==> src/hw/rba_pkg.sv <==
package rba_pkg;
	// ****************************************
	// alarm field layout
	// ****************************************
	localparam int  ALM_FIELDS    = 6;
	localparam int  ALM_EN_BIT    = 7;
	localparam int  FLD_SEC       = 0;
	localparam int  FLD_MIN       = 1;
	localparam int  FLD_HOUR      = 2;
	localparam int  FLD_DATE      = 3;
	localparam int  FLD_MONTH     = 4;
	localparam int  FLD_WDAY      = 5;
	// interrupt control bit positions
	localparam int  ICR_ALM0_EN   = 5;
	localparam int  ICR_PULSE_SEL = 7;
	// ****************************************
	// reset values
	// ****************************************
	localparam logic RST_SW_SEL   = 1'h1;
	localparam logic RST_INHIBIT  = 1'h0;
	localparam logic [7:0] RST_ALM = 8'h00;
	// ****************************************
	// timing
	// ****************************************
	localparam int  CLK_MHZ       = 100;
	localparam int  IRQ_PULSE_NS  = 100;
	localparam int  IRQ_PULSE_CYC = (IRQ_PULSE_NS * CLK_MHZ + 999) / 1000;
	localparam int  SYNC_STAGES   = 3;
endpackage : rba_pkg

==> src/hw/rba_gate_if.sv <==
`timescale 1ns/1ps
interface rba_gate_if;
	logic supply_ok;
	logic above_bat;
	logic bat_above_rst;
	logic on_battery;
	logic bus_allow;
	logic nv_allow;
	logic out_allow;
	modport gate (input supply_ok, above_bat, bat_above_rst, on_battery,
		output bus_allow, nv_allow, out_allow);
	modport user (output supply_ok, above_bat, bat_above_rst, on_battery,
		input bus_allow, nv_allow, out_allow);
endinterface : rba_gate_if

==> src/hw/rba_gate.sv <==
`timescale 1ns/1ps
module rba_gate (
	input  wire logic mclk,
	input  wire logic rst_n_sync,
	input  wire logic backup_bus_inhibit,
	input  wire logic supply_switch_select,
	rba_gate_if.gate  g
);
	// ****************************************
	// power-mode gating
	// ****************************************
	always_comb begin
		g.bus_allow = 1'b0;
		g.nv_allow  = 1'b0;
		g.out_allow = 1'b0;
		if (g.supply_ok) begin
			case ({backup_bus_inhibit, supply_switch_select})
			2'b00: begin
				g.bus_allow = !g.on_battery;
				g.nv_allow  = !g.on_battery;
				g.out_allow = !g.on_battery;
			end
			2'b01: begin
				g.bus_allow = !g.on_battery || g.bat_above_rst;
				g.nv_allow  = g.bus_allow;
				g.out_allow = 1'b1;
			end
			2'b10: begin
				g.bus_allow = !g.on_battery;
				g.nv_allow  = !g.on_battery;
				g.out_allow = 1'b1;
			end
			default: begin
				g.bus_allow = g.above_bat;
				g.nv_allow  = g.above_bat;
				g.out_allow = 1'b1;
			end
			endcase
		end else begin
			// legacy mode loses the output with the supply; inhibit modes keep it
			g.out_allow = backup_bus_inhibit;
		end
	end
endmodule : rba_gate

==> src/hw/rba_top.sv <==
`timescale 1ns/1ps
// Contract
// - supply below reset threshold: bus response stops in every mode
// - mode 00: standard switchover, no bus or memory access on battery
// - mode 01 legacy: access on battery only while battery above reset
// - mode 10: like standard, but clock/interrupt output stays active
// - mode 11: bus only while supply above both battery and reset level
// - each alarm field: enable in bit 7, bcd value below it
// - field with enable clear is left out of the comparison
// - single mode triggers when all enabled fields match new time
// - a match sets the alarm0 status flag
// - pulsed mode, seconds 30 only: one interrupt every minute
// - pulse select is control bit 7, used together with alarm enable
// - pulsed triggers keep coming even if the flag is never cleared
// - power-up defaults to legacy backup behaviour
module rba_top #(
	parameter int FIELDS = rba_pkg::ALM_FIELDS
) (
	input  wire logic        mclk,
	input  wire logic        rst_b,
	input  wire logic        sec_tick,
	input  wire logic [7:0]  time_sec,
	input  wire logic [7:0]  time_min,
	input  wire logic [7:0]  time_hour,
	input  wire logic [7:0]  time_date,
	input  wire logic [7:0]  time_month,
	input  wire logic [7:0]  time_wday,
	input  wire logic [7:0]  alarm0_seconds,
	input  wire logic [7:0]  alarm0_minutes,
	input  wire logic [7:0]  alarm0_hours,
	input  wire logic [7:0]  alarm0_date,
	input  wire logic [7:0]  alarm0_month,
	input  wire logic [7:0]  alarm0_weekday,
	input  wire logic [7:0]  int_ctrl,
	input  wire logic        cfg_wr,
	input  wire logic        cfg_inhibit,
	input  wire logic        cfg_switch_sel,
	input  wire logic        flag_clr,
	input  wire logic        vdd_above_rst,
	input  wire logic        vdd_above_bat,
	input  wire logic        bat_above_rst,
	input  wire logic        on_battery,
	output logic             bus_enable,
	output logic             nv_enable,
	output logic             irq_out_enable,
	output logic             alarm0_flag,
	output logic             irq_b,
	output logic             backup_bus_inhibit,
	output logic             supply_switch_select
);
	// ****************************************
	// reset release
	// ****************************************
	logic [1:0] rst_sh_reg;
	logic       rst_n;
	always_ff @(posedge mclk or negedge rst_b) begin
		if (!rst_b) rst_sh_reg <= 2'h0;
		else        rst_sh_reg <= {rst_sh_reg[0], 1'b1};
	end
	assign rst_n = rst_sh_reg[1];

	// ****************************************
	// threshold synchronisers
	// ****************************************
	// three stages; a change counts once stages two and three agree
	logic [3:0] s1_reg, s2_reg, s3_reg, flt_reg;
	logic [3:0] raw;
	assign raw = {on_battery, bat_above_rst, vdd_above_bat, vdd_above_rst};
	genvar gi;
	generate
		for (gi = 0; gi < 4; gi++) begin : g_sync
			always_ff @(posedge mclk or negedge rst_n) begin
				if (!rst_n) begin
					s1_reg[gi]  <= 1'b0;
					s2_reg[gi]  <= 1'b0;
					s3_reg[gi]  <= 1'b0;
					flt_reg[gi] <= 1'b0;
				end else begin
					s1_reg[gi] <= raw[gi];
					s2_reg[gi] <= s1_reg[gi];
					s3_reg[gi] <= s2_reg[gi];
					if (s2_reg[gi] == s3_reg[gi]) flt_reg[gi] <= s3_reg[gi];
				end
			end
		end
	endgenerate

	// ****************************************
	// backup mode bits
	// ****************************************
	always_ff @(posedge mclk or negedge rst_n) begin
		if (!rst_n) begin
			supply_switch_select <= rba_pkg::RST_SW_SEL;
			backup_bus_inhibit   <= rba_pkg::RST_INHIBIT;
		end else if (cfg_wr) begin
			supply_switch_select <= cfg_switch_sel;
			backup_bus_inhibit   <= cfg_inhibit;
		end
	end

	rba_gate_if gif ();
	assign gif.supply_ok     = flt_reg[0];
	assign gif.above_bat     = flt_reg[1];
	assign gif.bat_above_rst = flt_reg[2];
	assign gif.on_battery    = flt_reg[3];

	rba_gate u_gate (
		.mclk                 (mclk),
		.rst_n_sync           (rst_n),
		.backup_bus_inhibit   (backup_bus_inhibit),
		.supply_switch_select (supply_switch_select),
		.g                    (gif)
	);

	always_ff @(posedge mclk or negedge rst_n) begin
		if (!rst_n) begin
			bus_enable     <= 1'b0;
			nv_enable      <= 1'b0;
			irq_out_enable <= 1'b0;
		end else begin
			bus_enable     <= gif.bus_allow;
			nv_enable      <= gif.nv_allow;
			irq_out_enable <= gif.out_allow;
		end
	end

	// ****************************************
	// alarm comparator
	// ****************************************
	logic [7:0] alm [FIELDS];
	logic [7:0] now [FIELDS];
	logic [FIELDS-1:0] fld_ok;
	assign alm[rba_pkg::FLD_SEC]   = alarm0_seconds;
	assign alm[rba_pkg::FLD_MIN]   = alarm0_minutes;
	assign alm[rba_pkg::FLD_HOUR]  = alarm0_hours;
	assign alm[rba_pkg::FLD_DATE]  = alarm0_date;
	assign alm[rba_pkg::FLD_MONTH] = alarm0_month;
	assign alm[rba_pkg::FLD_WDAY]  = alarm0_weekday;
	assign now[rba_pkg::FLD_SEC]   = time_sec;
	assign now[rba_pkg::FLD_MIN]   = time_min;
	assign now[rba_pkg::FLD_HOUR]  = time_hour;
	assign now[rba_pkg::FLD_DATE]  = time_date;
	assign now[rba_pkg::FLD_MONTH] = time_month;
	assign now[rba_pkg::FLD_WDAY]  = time_wday;

	generate
		for (gi = 0; gi < FIELDS; gi++) begin : g_cmp
			// disabled field always passes; bcd compared below the enable bit
			assign fld_ok[gi] = !alm[gi][rba_pkg::ALM_EN_BIT] ||
				(alm[gi][rba_pkg::ALM_EN_BIT-1:0] == now[gi][rba_pkg::ALM_EN_BIT-1:0]);
		end
	endgenerate

	logic alm_en, pulse_sel, tick_d_reg, hit;
	assign alm_en    = int_ctrl[rba_pkg::ICR_ALM0_EN];
	assign pulse_sel = int_ctrl[rba_pkg::ICR_PULSE_SEL];
	// sample one cycle after the tick so the advanced time is settled
	always_ff @(posedge mclk or negedge rst_n) begin
		if (!rst_n) tick_d_reg <= 1'b0;
		else        tick_d_reg <= sec_tick;
	end
	assign hit = tick_d_reg && alm_en && (&fld_ok);

	// set wins over a clear in the same cycle
	always_ff @(posedge mclk or negedge rst_n) begin
		if (!rst_n)        alarm0_flag <= 1'b0;
		else if (hit)      alarm0_flag <= 1'b1;
		else if (flag_clr) alarm0_flag <= 1'b0;
	end

	// ****************************************
	// interrupt output
	// ****************************************
	// pulsed mode: fixed-width low pulse per hit, independent of the flag
	// single mode: level follows the flag until cleared
	localparam int PW = rba_pkg::IRQ_PULSE_CYC;
	logic [7:0] pcnt_reg;
	always_ff @(posedge mclk or negedge rst_n) begin
		if (!rst_n)                 pcnt_reg <= 8'h00;
		else if (hit && pulse_sel)  pcnt_reg <= 8'(PW);
		else if (pcnt_reg != 8'h00) pcnt_reg <= pcnt_reg - 8'h01;
	end

	always_ff @(posedge mclk or negedge rst_n) begin
		if (!rst_n) irq_b <= 1'b1;
		else if (pulse_sel)
			irq_b <= !((hit || pcnt_reg > 8'h01) && gif.out_allow);
		else
			irq_b <= !((hit || alarm0_flag) && gif.out_allow);
	end
endmodule : rba_top

==> config.mk <==
export PLATFORM = sky130hd
export DESIGN_NAME = rba_top
export DESIGN_NICKNAME = d
export VERILOG_FILES = /design/src/hw/rba_pkg.sv /design/src/hw/rba_gate_if.sv /design/src/hw/rba_gate.sv /design/src/hw/rba_top.sv
export SDC_FILE = /design/constraint.sdc
export NUM_CORES = 1
export LEC_CHECK = 0
export BUFFER_PORTS_ARGS = -buffer_cell sky130_fd_sc_hd__buf_2
export CORE_ASPECT_RATIO = 1.1
export CORE_MARGIN = 2
export CORE_UTILIZATION = 37
export DETAILED_ROUTE_END_ITERATION = 10
export HOLD_SLACK_MARGIN = 0.08
export PLACE_DENSITY = 0.75
export SKIP_LAST_GASP = 1
export SYNTH_ARGS = -nofsm -noshare
export SYNTH_HDL_FRONTEND = slang
export SYNTH_HIERARCHICAL = 1
export SYNTH_SLANG_ARGS = --single-unit
==> constraint.sdc <==
create_clock -name mclk -period 1.05 [get_ports mclk]
set_input_delay 0.105 -clock mclk [delete_from_list [all_inputs] [get_ports mclk]]
set_output_delay 0.105 -clock mclk [all_outputs]
set_load 0.02 [all_outputs]
==> impl_metrics.toml <==
[status]
run_status = "finished, violations left"
violations_in_the_final_reports = "setup timing"

[global_routing]
grt_antenna_before_repair = 0
grt_pass1_vias = 1870
grt_overflow = 0
grt_first_pass_wirelength_microns = 8045
grt.total_usage_pct = 18.51
pin_count_of_the_biggest_net_entering_global_routing = 33

[setup_path]
crit_path_cell_trace = "or4_4 -> nor2_2 -> nor4b_4 -> xnor2_1 -> a21oi_2"
critical-path-top-delay-family = "simple AND/OR/NAND/NOR gates"
cp-end-kind = "flip-flop"
r2r_slack_ns = -0.54
path_max_fanout = 3
crit_path_start = "pcnt_reg[1]$_DFFE_PN0P_"
bufs_and_invs_on_worst_path = 0
cp.required_ns = 1.22
max_stage_delay_ns = 0.54
critical-path-slowest-cell = "or4_4"
reg2reg_depth = 5
setup.worst_path.start_class = "flip-flop"
critical_path_class = "flip-flop to flip-flop"
critical_path_depth = 5
cp.arrival_ns = 1.76
worst_r2r_startpoint = "pcnt_reg[1]$_DFFE_PN0P_"
r2r_end = "pcnt_reg[7]$_DFFE_PN0P_"
critical_path.endpoint = "pcnt_reg[7]$_DFFE_PN0P_"

[cts]
clockRootBuffer = "clkbuf_8"
clkSlewWorstSetupHoldPaths_ns = 0.08
numClockSinks = 34
cts.htree.levels = 2
cts-buffers-inserted = 5
clk_path_buf_depth = 2
clkLatencyLatePin_ns = 0.28
clock_tree_from_tritoncts = "done"

[synthesis]
synth_sequential_area_ratio_pct = 47.39
synth.cell_area_sq_um = 1800
post_synth_inst_count = 150
synth-edff-count = 0
synth.distinct_cells = 38
synth-async-reset-ratio_pct = 100.0
syn-num-nets = 267
synth_seq_cells = 34
synth_top_flop_cell = "dfrtp_1"
avgSynthCellArea_sq_um = 12.00
synth-warning-count = 6

[final_layout]
layout_commonest_cell = "buf_2"
flip_flop_count_of_the_largest_register_after_layout = 8
layout-area-overhead-vs-synth_pct = 64.28
layout.cells.most_common_list = "buf_2, dfrtp_1, xnor2_1"
final_net_count = 416
final_layout_size_suffix_gt1_share_pct = 59.00
final_cell_count_no_fill = 356
finalCoreUtilization_pct = 63.58
diodes = 0

[routing]
drcViolationCount = 0
drt_pass1_iterations = 4
antenna_violating_nets_post_route = 0
detailedRoute.firstIterationViolations = 53
avgRoutedWirePerCell_microns = 13.27
vias = 1714
vias_per_cell = 4.815
postRouteWirelength_microns = 4725

[placed_design]
port-buffer-count = 109
place.detailed.hpwl_microns = 3633
placed_cells = 332
globalplace.congestion = 0.8068

[sta]
finalCriticalPeriod_ns = 1.590
period_share_pct = 151.4
postLayoutSetupSlackWorst_ns = -0.5400
clock.fmax_mhz = 628.9
finalSetupViolCount = 12
finClkSkew_ns = 0.008162
report.final.slew_viol_count = 0
final_hold_viol_count = 0
grt_setup_unrepaired = "yes"

[run]
maximum_capacitance_violations = 0

[power_and_ir_drop]
irDropWorstVdd_mv = 0.9184
net_sw_power_w = 0.001556
clockPowerShare_pct = 21.4
power.leakage_nw = 1.399
p_seq_share_pct = 36.4
sw_frac_of_total_pct = 33.13
power_per_cell_area_nw_per_um2 = 1588
comb_power_share_pct = 42.2
cellInternalPower_w = 0.003141

[floorplan]
std_cell_rows = 26
floorplan.die.width_microns = 70.51
core_sq_um = 4652
ios = 122
fp.dieArea_sq_um = 5441
dieHeight_microns = 77.16
initial_core_util_pct = 38.70

[worst_hold_path]
holdCritPathClass = "primary input to flip-flop"
[logic make-up after synthesis]
group | synth area share (%)
fa+ha+maj | 3.613
simple gates | 10.91
other cells | 0.2083
xor+xnor | 22.38
compound gates | 10.36
buf+inv | 2.223
mux | 2.919
flops | 47.39
[final cells by class]
cell class / count / area, sq um
sequential: 34 / 854.6
timing repair buffer: 146 / 885.9
clock inverter: 2 / 12.51
multi-input combinational: 108 / 1035
clock buffer: 6 / 82.58
inverter: 4 / 17.52
fill: 368 / 1694
tap: 56 / 70.07
[layer usage]
layer  vias to the layer above  track usage, %  part of all wire, %
met4                         0           3.846                 0.42
li1                        828               -                    -
met1                       819           19.56                   36
met3                         2           2.891                  4.6
met5                         -               0                    0
met2                        65           37.45                   59
[worst min path at each step]
stage          slack [ns]                                to  cells past startpoint  startpoint
2_1_floorplan       -0.19           rst_sh_reg[0]$_DFF_PN0_                      0       rst_b
3_3_place_gp        -0.11           rst_sh_reg[0]$_DFF_PN0_                      1       rst_b
3_5_place_dp        -0.10           rst_sh_reg[0]$_DFF_PN0_                      1       rst_b
4_1_cts              0.09    backup_bus_inhibit$_DFFE_PN0P_                      2      cfg_wr
5_1_grt              0.09  supply_switch_select$_DFFE_PN1P_                      2      cfg_wr
6_report             0.10    backup_bus_inhibit$_DFFE_PN0P_                      2      cfg_wr
[cell usage after synthesis (2+ instances only)]
cell type  instances  share of area, %
o41ai_1            3               1.5
and4_1             2              0.97
dfrtp_1           32                44
buf_2              2              0.56
maj3_1             4               2.2
ha_1               2               1.4
nand4_1            8               2.8
xnor2_1           27                13
mux2_2             2               1.3
o41ai_2            3               2.7
nor4_1             2              0.69
xor2_1            19               9.2
nor3_1             4               1.1
inv_1              4              0.83
mux2i_1            3               1.7
a21o_1             3               1.3
a21oi_1            6               1.7
nor2_1             2              0.42
dfstp_2            2               2.9
buf_4              2              0.83
[power by group through the flow]
stage	clock network [W]	registers, W	logic [W]
6_report	0.00101	0.00171	0.00198
5_1_grt	0.00108	0.00173	0.00215
4_1_cts	0.00103	0.00170	0.00183
3_5_place_dp	0	0.00171	0.00160
3_3_place_gp	0	0.00169	0.00154
2_1_floorplan	0	0.00182	0.000769
[metrics by stage]
stage	power (W)	setup WS, ns	hold slack, ns	setup TNS (ns)	instance area [sq um]
4_1_cts	0.004557	-0.5184	0.08696	-3.444	2898
2_1_floorplan	0.002589	-0.4488	-0.1906	-2.661	1849
6_report	0.004698	-0.5400	0.1015	-3.637	2958
3_5_place_dp	0.003311	-0.5253	-0.1026	-4.558	2606
5_1_grt	0.004966	-0.6027	0.09145	-4.385	2958
3_3_place_gp	0.003237	-0.4852	-0.1097	-4.606	2606
[what timing repair did]
| item | in CTS | in global routing |
|---|---|---|
| pin swaps | 4 | 2 |
| hold buffers | 9 | 0 |
| setup endpoints to repair | 12 | 15 |
| gates resized for setup | 12 | 12 |
| setup buffers | 7 | 0 |
| endpoints found under the hold margin | 10 | 0 |
(Power assumes the default switching activity.)
